### src/tlsd_consts.vh
// Constants for the trip log and status display block.
// Assumes inclusion by bare name from the design file.
`ifndef TLSD_CONSTS_VH
`define TLSD_CONSTS_VH

// ----------------------------------------------------------------
// Sizes
// ----------------------------------------------------------------
`define TLSD_LOG_DEPTH      10
`define TLSD_MON_COUNT      18
`define TLSD_MON_W          16
`define TLSD_CODE_W         8
`define TLSD_DT_W           16

// ----------------------------------------------------------------
// Register byte offsets
// ----------------------------------------------------------------
`define TLSD_OFF_CTRL       12'h000
`define TLSD_OFF_LOG_RESET  12'h004
`define TLSD_OFF_STATUS     12'h008
`define TLSD_OFF_IRQ_STAT   12'h00c
`define TLSD_OFF_IRQ_MASK   12'h010
`define TLSD_OFF_TRIP_BASE  12'h040
`define TLSD_OFF_SUB_BASE   12'h080
`define TLSD_OFF_DATE_BASE  12'h0c0
`define TLSD_OFF_TIME_BASE  12'h100
`define TLSD_OFF_MON_BASE   12'h140

// ----------------------------------------------------------------
// Fields and reset values
// ----------------------------------------------------------------
`define TLSD_CTRL_SW_EN_BIT   0
`define TLSD_CTRL_NOFRZ_BIT   12
`define TLSD_CTRL_ACT_LSB     8
`define TLSD_CTRL_RESET       32'h0000_0000
`define TLSD_LOG_RESET_KEY    8'hff
`define TLSD_IRQ_W            3
`define TLSD_IRQ_TRIP_BIT     0
`define TLSD_IRQ_LOGCLR_BIT   1
`define TLSD_IRQ_TCLR_BIT     2

// ----------------------------------------------------------------
// Status indication codes
// ----------------------------------------------------------------
`define TLSD_ST_WAIT_PS     4'h0
`define TLSD_ST_WAIT_OPT    4'h1
`define TLSD_ST_LOAD_DB     4'h2
`define TLSD_ST_TRIPPED     4'h3
`define TLSD_ST_UNDERV      4'h4
`define TLSD_ST_INHIBIT     4'h5
`define TLSD_ST_READY       4'h6
`define TLSD_ST_STOPPED     4'h7
`define TLSD_ST_SUPPLY_LOSS 4'h8
`define TLSD_ST_DC_BRAKE    4'h9
`define TLSD_ST_RUNNING     4'ha

`endif

### src/tlsd_trip_log.v
// Trip history, monitor freeze and drive status decode behind an APB slave.
// Assumes all inputs synchronous to clk; trip and clear inputs are one-cycle pulses.
`include "tlsd_consts.vh"

module tlsd_trip_log (
   // Clock and reset
   input  wire          clk,
   input  wire          rst_n,
   // APB slave
   input  wire          psel,
   input  wire          penable,
   input  wire          pwrite,
   input  wire [11:0]   paddr,
   input  wire [31:0]   pwdata,
   output reg  [31:0]   prdata,
   output reg           pready,
   output reg           pslverr,
   // Trip source
   input  wire          trip_event,
   input  wire [7:0]    trip_code,
   input  wire          sub_trip_valid,
   input  wire [7:0]    sub_trip,
   input  wire          trip_clear,
   input  wire [15:0]   date_in,
   input  wire [15:0]   time_in,
   // Monitored values
   input  wire          mon_sample,
   input  wire [287:0]  mon_live,
   output reg  [287:0]  mon_out,
   // Drive conditions
   input  wire          hw_enable,
   input  wire          final_run,
   input  wire          zero_speed,
   input  wire          supply_loss,
   input  wire          dc_braking,
   input  wire          undervoltage,
   input  wire          power_stage_ready,
   input  wire          option_fitted,
   input  wire          option_ready,
   input  wire          db_update,
   // Status and control outputs
   output reg  [3:0]    status_code,
   output reg  [7:0]    shown_trip_code,
   output reg           output_enable,
   output reg           irq
);

   // ----------------------------------------------------------------
   // Power-up phases
   // ----------------------------------------------------------------
   localparam [1:0] PU_WAIT_PS  = 2'h0;
   localparam [1:0] PU_WAIT_OPT = 2'h1;
   localparam [1:0] PU_LOAD_DB  = 2'h2;
   localparam [1:0] PU_DONE     = 2'h3;

   // ----------------------------------------------------------------
   // State
   // ----------------------------------------------------------------
   reg  [7:0]              trip_mem [0:`TLSD_LOG_DEPTH-1];
   reg  [7:0]              sub_mem  [0:`TLSD_LOG_DEPTH-1];
   reg  [15:0]             date_mem [0:`TLSD_LOG_DEPTH-1];
   reg  [15:0]             time_mem [0:`TLSD_LOG_DEPTH-1];
   reg  [31:0]             ctrl_reg;
   reg  [`TLSD_IRQ_W-1:0]  irq_stat_reg;
   reg  [`TLSD_IRQ_W-1:0]  irq_mask_reg;
   reg                     tripped_reg;
   reg  [1:0]              pu_reg;
   reg  [1:0]              pu_next;
   reg  [3:0]              status_next;
   reg                     oe_next;
   reg  [31:0]             rdata_next;
   reg                     err_next;
   integer                 i;

   // Bus decode: a transfer takes effect only in the cycle where pready is high,
   // so every write strobe and every read-clear below is qualified by acc_en.
   // Addresses are byte addresses; the two low bits must be zero for a hit.
   // History banks are 64 bytes apart, so a slot index is the word offset
   // inside its bank; indices from ten to fifteen fall through to an error.
   // The monitor bank is 128 bytes wide and holds eighteen words.
   wire        acc_en    = psel & penable & pready;      // Completing access
   wire        wr_en     = acc_en & pwrite;
   wire        rd_en     = acc_en & ~pwrite;
   wire        log_clr   = wr_en && (paddr == `TLSD_OFF_LOG_RESET) &&
                           (pwdata[7:0] == `TLSD_LOG_RESET_KEY);
   wire        sw_enable = ctrl_reg[`TLSD_CTRL_SW_EN_BIT];
   wire        no_freeze = ctrl_reg[`TLSD_CTRL_NOFRZ_BIT];
   wire [11:0] rel_trip  = paddr - `TLSD_OFF_TRIP_BASE;
   wire [11:0] rel_sub   = paddr - `TLSD_OFF_SUB_BASE;
   wire [11:0] rel_date  = paddr - `TLSD_OFF_DATE_BASE;
   wire [11:0] rel_time  = paddr - `TLSD_OFF_TIME_BASE;
   wire [11:0] rel_mon   = paddr - `TLSD_OFF_MON_BASE;
   wire [3:0]  idx_trip  = rel_trip[5:2];
   wire [3:0]  idx_sub   = rel_sub[5:2];
   wire [3:0]  idx_date  = rel_date[5:2];
   wire [3:0]  idx_time  = rel_time[5:2];
   wire [4:0]  idx_mon   = rel_mon[6:2];
   wire [`TLSD_IRQ_W-1:0] irq_events = {trip_clear & tripped_reg, log_clr, trip_event};

   // ----------------------------------------------------------------
   // Trip, sub-trip, date and time history
   // ----------------------------------------------------------------
   // The four histories move as one shift register of ten slots, so a slot
   // index always names the same trip in every bank.
   // Slot zero takes the new entry; the entry in slot nine is lost.
   // A trip that offers no sub-trip number logs zero in the sub-trip bank,
   // so software never sees a stale number from an older trip.
   // Only the low byte of a log-reset write is compared against the key;
   // any other value is ignored without an error response.
   // Clear first so a trip arriving with the clear is still logged
   always @(posedge clk or negedge rst_n) begin
      if (!rst_n) begin
         for (i = 0; i < `TLSD_LOG_DEPTH; i = i + 1) begin
            trip_mem[i] <= 8'h00;
            sub_mem[i]  <= 8'h00;
            date_mem[i] <= 16'h0000;
            time_mem[i] <= 16'h0000;
         end
      end else begin
         if (trip_event) begin
            for (i = `TLSD_LOG_DEPTH-1; i > 0; i = i - 1) begin
               trip_mem[i] <= log_clr ? 8'h00 : trip_mem[i-1];
               sub_mem[i]  <= log_clr ? 8'h00 : sub_mem[i-1];
               date_mem[i] <= log_clr ? 16'h0000 : date_mem[i-1];
               time_mem[i] <= log_clr ? 16'h0000 : time_mem[i-1];
            end
            trip_mem[0] <= trip_code;
            sub_mem[0]  <= sub_trip_valid ? sub_trip : 8'h00;
            date_mem[0] <= date_in;
            time_mem[0] <= time_in;
         end else if (log_clr) begin
            for (i = 0; i < `TLSD_LOG_DEPTH; i = i + 1) begin
               trip_mem[i] <= 8'h00;
               sub_mem[i]  <= 8'h00;
               date_mem[i] <= 16'h0000;
               time_mem[i] <= 16'h0000;
            end
         end
      end
   end

   // ----------------------------------------------------------------
   // Trip state and monitor freeze
   // ----------------------------------------------------------------
   // A trip and a clear in one cycle leave the drive tripped
   always @(posedge clk or negedge rst_n) begin
      if (!rst_n) begin
         tripped_reg <= 1'b0;
      end else if (trip_event) begin
         tripped_reg <= 1'b1;
      end else if (trip_clear) begin
         tripped_reg <= 1'b0;
      end
   end

   // The monitor copy is taken only on mon_sample, so a freeze simply
   // refuses samples; no second copy of the eighteen values is needed.
   // The trip input itself blocks the sample in its own cycle, so the held
   // values are the last ones seen before the trip.
   // After the clear the very next sample is accepted again.
   // Samples are refused from the trip edge until the clear, unless disabled
   always @(posedge clk or negedge rst_n) begin
      if (!rst_n) begin
         mon_out <= 288'h0;
      end else if (mon_sample) begin
         if (no_freeze || !(tripped_reg || trip_event)) begin
            mon_out <= mon_live;
         end
      end
   end

   // ----------------------------------------------------------------
   // Power-up sequence
   // ----------------------------------------------------------------
   // Waits for the power stage, then for a fitted option module, then for
   // any database update; the done state is left only through reset.
   // A missing option module skips straight to done, since nothing would
   // ever answer and the drive would otherwise hang in the wait phase.
   always @* begin
      pu_next = pu_reg;
      case (pu_reg)
         PU_WAIT_PS: begin
            if (power_stage_ready) begin
               pu_next = option_fitted ? PU_WAIT_OPT : PU_DONE;
            end
         end
         PU_WAIT_OPT: begin
            if (option_ready) begin
               pu_next = db_update ? PU_LOAD_DB : PU_DONE;
            end
         end
         PU_LOAD_DB: begin
            if (!db_update) begin
               pu_next = PU_DONE;
            end
         end
         default: pu_next = PU_DONE;
      endcase
   end

   always @(posedge clk or negedge rst_n) begin
      if (!rst_n) begin
         pu_reg <= PU_WAIT_PS;
      end else begin
         pu_reg <= pu_next;
      end
   end

   // ----------------------------------------------------------------
   // Status decode and output stage
   // ----------------------------------------------------------------
   // Priority order: power-up phases, trip, undervoltage, inhibit, ready,
   // then the live conditions. The stage is on only in the live states.
   // Undervoltage outranks inhibit so a sagging supply is always reported
   // even when the enables are also missing.
   // Braking outranks supply loss and standstill since it is the active
   // action the stage is performing.
   // Trip input acts on the enable in its own cycle so the stage drops at once
   always @* begin
      status_next = `TLSD_ST_RUNNING;
      oe_next     = 1'b1;
      if (pu_reg == PU_WAIT_PS) begin
         status_next = `TLSD_ST_WAIT_PS;
         oe_next     = 1'b0;
      end else if (pu_reg == PU_WAIT_OPT) begin
         status_next = `TLSD_ST_WAIT_OPT;
         oe_next     = 1'b0;
      end else if (pu_reg == PU_LOAD_DB) begin
         status_next = `TLSD_ST_LOAD_DB;
         oe_next     = 1'b0;
      end else if (tripped_reg || trip_event) begin
         status_next = `TLSD_ST_TRIPPED;
         oe_next     = 1'b0;
      end else if (undervoltage) begin
         status_next = `TLSD_ST_UNDERV;
         oe_next     = 1'b0;
      end else if (!hw_enable || !sw_enable) begin
         status_next = `TLSD_ST_INHIBIT;
         oe_next     = 1'b0;
      end else if (!final_run) begin
         status_next = `TLSD_ST_READY;
         oe_next     = 1'b0;
      end else if (dc_braking) begin
         status_next = `TLSD_ST_DC_BRAKE;
      end else if (supply_loss) begin
         status_next = `TLSD_ST_SUPPLY_LOSS;
      end else if (zero_speed) begin
         status_next = `TLSD_ST_STOPPED;
      end
   end

   always @(posedge clk or negedge rst_n) begin
      if (!rst_n) begin
         status_code     <= `TLSD_ST_WAIT_PS;
         output_enable   <= 1'b0;
         shown_trip_code <= 8'h00;
      end else begin
         status_code     <= status_next;
         output_enable   <= oe_next;
         shown_trip_code <= (tripped_reg || trip_event) ?
                            (trip_event ? trip_code : trip_mem[0]) : 8'h00;
      end
   end

   // ----------------------------------------------------------------
   // Control, mask and interrupt status registers
   // ----------------------------------------------------------------
   always @(posedge clk or negedge rst_n) begin
      if (!rst_n) begin
         ctrl_reg     <= `TLSD_CTRL_RESET;
         irq_mask_reg <= 3'h0;
      end else if (wr_en) begin
         if (paddr == `TLSD_OFF_CTRL) begin
            ctrl_reg <= {19'h0, pwdata[12:8], 7'h0, pwdata[0]};
         end
         if (paddr == `TLSD_OFF_IRQ_MASK) begin
            irq_mask_reg <= pwdata[`TLSD_IRQ_W-1:0];
         end
      end
   end

   // Bit zero flags a trip, bit one a log clear, bit two a trip clear.
   // A trip clear while not tripped raises nothing, so stray clears from the
   // host do not wake software.
   // The interrupt line lags the status bits by one cycle so that it too
   // comes straight from a flip-flop.
   // Read clears, but an event in the clearing cycle stays set
   always @(posedge clk or negedge rst_n) begin
      if (!rst_n) begin
         irq_stat_reg <= 3'h0;
         irq          <= 1'b0;
      end else begin
         if (rd_en && paddr == `TLSD_OFF_IRQ_STAT) begin
            irq_stat_reg <= irq_events;
         end else begin
            irq_stat_reg <= irq_stat_reg | irq_events;
         end
         irq <= |(irq_stat_reg & irq_mask_reg);
      end
   end

   // ----------------------------------------------------------------
   // APB read mux and decode
   // ----------------------------------------------------------------
   always @* begin
      rdata_next = 32'h0;
      err_next   = 1'b0;
      if (paddr[1:0] != 2'h0) begin
         err_next = 1'b1;
      end else if (paddr == `TLSD_OFF_CTRL) begin
         rdata_next = ctrl_reg;
      end else if (paddr == `TLSD_OFF_LOG_RESET) begin
         rdata_next = 32'h0;
      end else if (paddr == `TLSD_OFF_STATUS) begin
         rdata_next = {15'h0, tripped_reg, shown_trip_code, 4'h0, status_code};
      end else if (paddr == `TLSD_OFF_IRQ_STAT) begin
         rdata_next = {29'h0, irq_stat_reg};
      end else if (paddr == `TLSD_OFF_IRQ_MASK) begin
         rdata_next = {29'h0, irq_mask_reg};
      end else if (paddr >= `TLSD_OFF_TRIP_BASE && idx_trip < 4'd10 && paddr < `TLSD_OFF_SUB_BASE) begin
         rdata_next = {24'h0, trip_mem[idx_trip]};
      end else if (paddr >= `TLSD_OFF_SUB_BASE && idx_sub < 4'd10 && paddr < `TLSD_OFF_DATE_BASE) begin
         rdata_next = {24'h0, sub_mem[idx_sub]};
      end else if (paddr >= `TLSD_OFF_DATE_BASE && idx_date < 4'd10 && paddr < `TLSD_OFF_TIME_BASE) begin
         rdata_next = {16'h0, date_mem[idx_date]};
      end else if (paddr >= `TLSD_OFF_TIME_BASE && idx_time < 4'd10 && paddr < `TLSD_OFF_MON_BASE) begin
         rdata_next = {16'h0, time_mem[idx_time]};
      end else if (paddr >= `TLSD_OFF_MON_BASE && rel_mon[11:7] == 5'h0 && idx_mon < 5'd18) begin
         rdata_next = {16'h0, mon_out[idx_mon*16 +: 16]};
      end else begin
         err_next = 1'b1;
      end
   end

   // Read data is registered on the same edge that raises pready, so the mux above has a
   // full cycle to settle; the cost is one wait state on every transfer.
   // An error response returns zero data and leaves every register unchanged.
   // One wait state: pready rises in the second access cycle, data registered
   always @(posedge clk or negedge rst_n) begin
      if (!rst_n) begin
         pready  <= 1'b0;
         prdata  <= 32'h0;
         pslverr <= 1'b0;
      end else begin
         pready  <= psel & penable & ~pready;
         pslverr <= psel & penable & ~pready & err_next;
         if (psel & penable & ~pready & ~pwrite) begin
            prdata <= err_next ? 32'h0 : rdata_next;
         end
      end
   end

endmodule
### config.mk
export PLATFORM = sky130hd
export DESIGN_NAME = tlsd_trip_log
export DESIGN_NICKNAME = d
export VERILOG_FILES = /design/src/tlsd_trip_log.v
export VERILOG_INCLUDE_DIRS = /design/src /design/src/src
export SDC_FILE = /design/constraint.sdc
export NUM_CORES = 1
export LEC_CHECK = 0
export BUFFER_PORTS_ARGS = -buffer_cell sky130_fd_sc_hd__buf_4
export CORE_AREA = 2 2 289 291
export DETAILED_ROUTE_END_ITERATION = 8
export DIE_AREA = 0 0 291 293
export PLACE_DENSITY = 0.69
export SYNTH_ARGS = -nofsm -noshare
export SYNTH_HDL_FRONTEND = slang
export SYNTH_SLANG_ARGS = --single-unit
### constraint.sdc
create_clock -name clk -period 5.46 [get_ports clk]
set_input_delay 0.273 -clock clk [delete_from_list [all_inputs] [get_ports clk]]
set_output_delay 0.273 -clock clk [all_outputs]
set_load 0.02 [all_outputs]
==> results.json, run 1 <==
{
  "h-tree-depth": 3,
  "cts_setup_buffers": 0,
  "grt_overflow": 0,
  "vdd_ir_drop_max_v": 0.0002984,
  "clock_power_share": 0.306,
  "die-area_sq_mm": 0.08526,
  "antenna_found_initial": 17,
  "area_growth_pct": 33.24,
  "critPathCaptureType": "flip-flop",
  "p_seq_frac": 0.433,
  "synth_cells": 2982,
  "setup_viol": 0,
  "syn_area_sq_mm": 0.03852,
  "synth.distinct_cells": 66,
  "final_cell_mix": "dfrtp_1, buf_4, mux2i_1",
  "worst_hold_path_type": "primary input to flip-flop",
  "initial_core_util": 0.4706,
  "num_vias": 29690,
  "fin_nets": 4361,
  "p_per_area_mw_per_mm2": 400.4,
  "cp-start-kind": "primary input",
  "outcome": "complete, no violations",
  "worst_pin_slew_ns": 1.231,
  "drive_gt1_frac": 0.3416,
  "insertion_delay_ns": 0.65,
  "grt_use_total": 0.3352,
  "wl_per_cell_um": 28.25,
  "drt_pass1_iterations": 6,
  "p_leak_nw": 24.55,
  "synth_edf_count": 0,
  "final_hold_viol_count": 0,
  "initialDrtViolationCount": 2999,
  "met3_length_um": 12380,
  "setup_ws_ns": 2.518,
  "timing.fmax_mhz": 339.9,
  "die_x_um": 291,
  "seq_area_frac_synth": 0.5302,
  "slew_headroom": 0.1794,
  "rsz0062_at_grt": "false",
  "clock_sinks": 816,
  "p_sw_frac": 0.3285,
  "ys_warn_count": 0,
  "clockRootBuffer": "clkbuf_16",
  "setup_tns_ns": 0,
  "arrival_ns": 3.44,
  "slew_violations": 0,
  "cts_buffers": 90,
  "clockBufferDepth": 3,
  "fin_crit_sh": 0.5388,
  "via_per_inst": 5.815,
  "ant_nets": 0,
  "pin_count": 735,
  "top_regs": "mon_out: 288 flops, date_mem: 160 flops, time_mem: 160 flops",
  "fillers": 6280,
  "rows": 105,
  "pre_cts_ws_ns": 1.882,
  "layout_commonest_cell": "dfrtp_1",
  "io_buffers": 700,
  "skew_ns": 0.02382,
  "path_class": "primary input to flip-flop",
  "largest_reg_flops": 288,
  "wirelength_um": 144300,
  "largest-register": "mon_out",
  "multi_input_area_sq_mm": 0.01694,
  "switchingPower_mw": 6.749,
  "grt_pass1_wl_um": 209500,
  "seq_area_sq_mm": 0.02042,
  "dr_wl_met2_um": 65760,
  "grt_max_degree": 160,
  "combPwrFrac": 0.261,
  "gp_congestion": 1.005,
  "grt_pass1_vias": 29940,
  "met1Wirelength_um": 60030,
  "ys_seq_elements": 816,
  "synth_ff_type": "dfrtp_1",
  "drc": 0,
  "layout_min_cycle_time_ns": 2.942,
  "die_h_um": 293,
  "dp_hpwl_um": 102300,
  "core_sq_mm": 0.08185,
  "cts_tree": "yes",
  "p_int_mw": 13.80,
  "path_max_fanout": 41,
  "async_flop_share": 1.000,
  "report.power.total_mw": 20.55,
  "cp.required_ns": 5.95,
  "top_layer": "met5",
  "synth_area_per_cell_sq_um": 12.92,
  "clk_pin_slew_ns": 0.06,
  "max_cap_viol_count": 0
}
[path summary, 6_finish.rpt]
kind / startpoint / endpoint / slack, ns / depth (start not counted)
max: paddr[3] / date_mem[151] / 2.52 / 8
min: pwrite / irq_stat_reg[1] / 0.05 / 4
max reg2reg: mon_out[198] / prdata[6] / 2.61 / 6
min reg2reg: irq_stat_reg[0] / irq_stat_reg[0] / 0.51 / 1
max in group asynchronous: rst_n / trip_mem[45] / 3.75 / 3
min in group asynchronous: rst_n / mon_out[229] / 0.24 / 2
[final cells by class]
cell class / count / area share
antenna: 5 / 0.0002438
clock inverter: 26 / 0.005339
multi-input combinational: 1927 / 0.3300
sequential: 816 / 0.3979
clock buffer: 140 / 0.05427
inverter: 12 / 0.0009021
timing repair buffer: 1110 / 0.1853
tap: 1070 / 0.02609
[stage by stage]
step                      hold slack [ns]  cell area, sq um    util  std cells
final                             0.05072             51320  0.6270       5106
after global routing              0.05089             51320  0.6270       5106
after CTS                         0.01163             51310  0.6269       5101
after detailed placement           0.3440             44650  0.5456       4576
after global placement             0.3342             44650  0.5456       4576
after floorplan                  -0.02259             38570       -       2996
[logic make-up after synthesis]
family,synth area share
buffers and inverters,0.03213
adders and majority gates,0.001624
DFF,0.5302
other,0.00009736
muxes,0.3236
and+or+nand+nor,0.06926
AOI/OAI and AO/OA,0.04311
[critical path: stages]
cell      delay [ns]
buf_6           0.21
or2_2           0.53
nor2_1          0.36
nand2b_1        0.23
or4_1           1.13
buf_4           0.45
nand2_1         0.10
o21ai_1         0.06
[layer usage]
layer | up-vias | track usage
li1 | 12690 | -
met1 | 15390 | 0.4620
met2 | 1337 | 0.5095
met3 | 269 | 0.09168
met4 | 8 | 0.1240
met5 | - | 0
[cell usage after synthesis, drive strengths merged (3+ instances only)]
master     n  area, sq um
nor2b      9        56.30
a221oi     5        43.79
a211oi     6        45.04
ha         5        62.56
nor3       7        40.04
a22o      21        183.9
or4        3        22.52
o211ai    12        95.09
a21oi     14        73.82
buf      122        745.7
a32o       4        40.04
a22oi      7        52.55
nor2     465         1745
a222oi    12        120.1
a21o       3        22.52
and2       4        25.02
o21ai     86        430.4
o22ai     20        125.1
o2111ai    9        78.83
nor4       6        67.56
nand2b    11        68.82
o221ai    18        163.9
mux2i    550         5505
clkbuf   119        446.7
dfrtp    816        20420
mux4     155         3491
a31oi      5        31.28
mux2     308         3468
nand3     13        65.06
inv       12        45.04
or2        5        31.28
nand2    120        452.9
[power groups by stage]
stage | Sequential (mW) | Combinational [mW] | Clock, mW
4_1_cts | 8.81 | 5.34 | 6.35
5_1_grt | 9.06 | 5.71 | 6.63
3_5_place_dp | 8.89 | 5.10 | 0
6_report | 8.90 | 5.36 | 6.28
2_1_floorplan | 9.02 | 2.38 | 0
3_3_place_gp | 8.84 | 5.02 | 0
[repair_timing]
item,CTS,global route
setup endpoints to repair,0,0
gates resized for setup,0,0
hold buffers,359,0
endpoints found under the hold margin,439,0
Note: power is estimated with default switching activity, not from simulation.
==> run 2: changes to the inputs <==
CORE_AREA = 2 2 287 289   (was 2 2 289 291)
DIE_AREA = 0 0 289 291   (was 0 0 291 293)
PLACE_DENSITY = 0.73   (was 0.69)
clock period = 2.4 ns   (was 5.46 ns; I/O delays follow)
==> results.json, run 2 (same netlist as run 1, synthesis figures left out) <==
{
  "fin_area_sq_mm": 0.05361,
  "p_int_mw": 31.78,
  "placed_area_sq_mm": 0.04683,
  "grt_max_degree": 105,
  "pre_cts_ws_ns": -0.2586,
  "largest_reg_flops": 288,
  "core_sq_mm": 0.08119,
  "p_leak_nw": 25.82,
  "hp-start": "paddr[0]",
  "path_class": "flip-flop to flip-flop",
  "die_h_um": 291,
  "cts_buffers": 91,
  "h-tree-depth": 3,
  "rsz0062_at_grt": "false",
  "clock_power_share": 0.300,
  "largest-register": "mon_out",
  "timing.fmax_mhz": 417.2,
  "grt_use_total": 0.3597,
  "seq_area_sq_mm": 0.02042,
  "whs_endpoint": "pslverr",
  "num_vias": 30790,
  "fin_nets": 4599,
  "multi_input_area_sq_mm": 0.01697,
  "skew_ns": 0.03119,
  "cpMostUsedCell": "mux4_2",
  "area_growth_pct": 39.19,
  "clockRootBuffer": "clkbuf_16",
  "top_layer": "met5",
  "pin_count": 735,
  "layout_commonest_cell": "buf_4",
  "io_buffers": 700,
  "r2r_setup_slack_ns": 0.003,
  "ant_nets": 0,
  "setup_tns_ns": 0,
  "drc": 0,
  "rr_worst_depth": 7,
  "antenna_found_initial": 13,
  "critPathCaptureType": "flip-flop",
  "worst_path_largest_cell_delay_ns": 0.56,
  "initial_core_util": 0.4744,
  "timing.critical_path.slowest_stage_cell": "mux4_2",
  "via_per_inst": 5.773,
  "max_cap_viol_count": 0,
  "dp_hpwl_um": 112400,
  "final_hold_viol_count": 0,
  "top_regs": "mon_out: 288 flops, date_mem: 160 flops, time_mem: 160 flops",
  "rows": 105,
  "r2r_end": "prdata[10]",
  "worst_pin_slew_ns": 0.9283,
  "slew_headroom": 0.3811,
  "critPathTopFamily": "multiplexers",
  "grt_overflow": 0,
  "wirelength_um": 151800,
  "outcome": "complete, no violations",
  "die-area_sq_mm": 0.08410,
  "gp_congestion": 0.9813,
  "vdd_ir_drop_max_v": 0.0006832,
  "clk_pin_slew_ns": 0.06,
  "switchingPower_mw": 15.73,
  "die_x_um": 289,
  "clockBufferDepth": 3,
  "critPathBufInv": 1,
  "path_max_fanout": 3,
  "fin_crit_sh": 0.9988,
  "drive_gt1_frac": 0.3758,
  "combPwrFrac": 0.272,
  "stdcell_count": 5333,
  "cp.depth": 7,
  "cp.required_ns": 2.92,
  "cp-start-kind": "flip-flop",
  "grt_pass1_vias": 31610,
  "layout_min_cycle_time_ns": 2.397,
  "whs_path_depth": 4,
  "report.power.total_mw": 47.50,
  "grt_pass1_wl_um": 219600,
  "setup_ws_ns": 0.002981,
  "dp_cells": 4799,
  "met3_length_um": 13150,
  "cts_tree": "yes",
  "whs_ns": 0.02447,
  "p_sw_frac": 0.3311,
  "setup_viol": 0,
  "final_util": 0.6603,
  "met1Wirelength_um": 60700,
  "wl_per_cell_um": 28.46,
  "final_cell_mix": "buf_4, dfrtp_1, mux2i_1",
  "dr_wl_met2_um": 70790,
  "reg2reg_from": "mon_out[234]",
  "fillers": 5992,
  "worst_hold_path_type": "primary input to flip-flop",
  "p_per_area_mw_per_mm2": 886.1,
  "slew_violations": 0,
  "insertion_delay_ns": 0.66,
  "initialDrtViolationCount": 3191,
  "arrival_ns": 2.92,
  "clock_sinks": 816,
  "p_seq_frac": 0.428,
  "cp_cell_sequence": "mux4_2 > mux4_2 > nand2b_1 > o2111ai_1 > buf_4 > o21ai_0 > o21ai_1",
  "drt_pass1_iterations": 6
}
## run 2: cell count changes in the layout (fill, tap and decap cells not counted), sizes merged
cell	before	now
diode	5	8
clkbuf	140	130
clkinvlp	1	0
dlygate4sd3	359	371
inv	13	14
clkinv	20	14
bufinv	4	7
buf	751	976
## run 2: worst register-to-register path: stages (launching register included)
cell and delay [ns]:
dfrtp_1 0.46, mux4_2 0.54, mux4_2 0.56, nand2b_1 0.10
o2111ai_1 0.12, buf_4 0.20, o21ai_0 0.21, o21ai_1 0.11
## run 2: worst max path at each step
stage,from,end
floorplan,paddr[6],prdata[13]
global placement,paddr[2],prdata[9]
detailed placement,paddr[2],prdata[9]
CTS,mon_out[86],prdata[6]
global route,ctrl_reg[0],status_code[1]
finish,mon_out[234],prdata[10]
## run 2: power groups by stage
stage               clock network, mW  registers [mW]  logic, mW
detailed placement                  0            20.3       12.2
finish                           14.3            20.3       12.9
global route                     15.0            20.6       13.7
floorplan                           0            20.5       5.42
CTS                              14.4            20.1       12.8
global placement                    0            20.2       12.0
## run 2: repair_timing
action,CTS,global route
endpoints found under the setup margin,2,4
hold buffers,372,0
gates resized for setup,5,4
endpoints found under the hold margin,964,0
pin swaps,2,1
buffers inserted,1,0
## run 2: metal layers
| layer | vias up | GRT usage |
|---|---|---|
| met1 | 15880 | 0.4796 |
| li1 | 13170 | - |
| met3 | 314 | 0.09060 |
| met4 | 14 | 0.1461 |
| met5 | - | 0 |
| met2 | 1411 | 0.5626 |
## run 2: cell type report
type | instances | share of cell area
Antenna cell | 8 | 0.0003734
Clock buffer | 130 | 0.04934
Clock inverter | 23 | 0.006325
Inverter | 12 | 0.0008635
Multi-Input combinational cell | 1927 | 0.3165
Sequential cell | 816 | 0.3810
Tap cell | 1070 | 0.02497
Timing Repair Buffer | 1347 | 0.2207
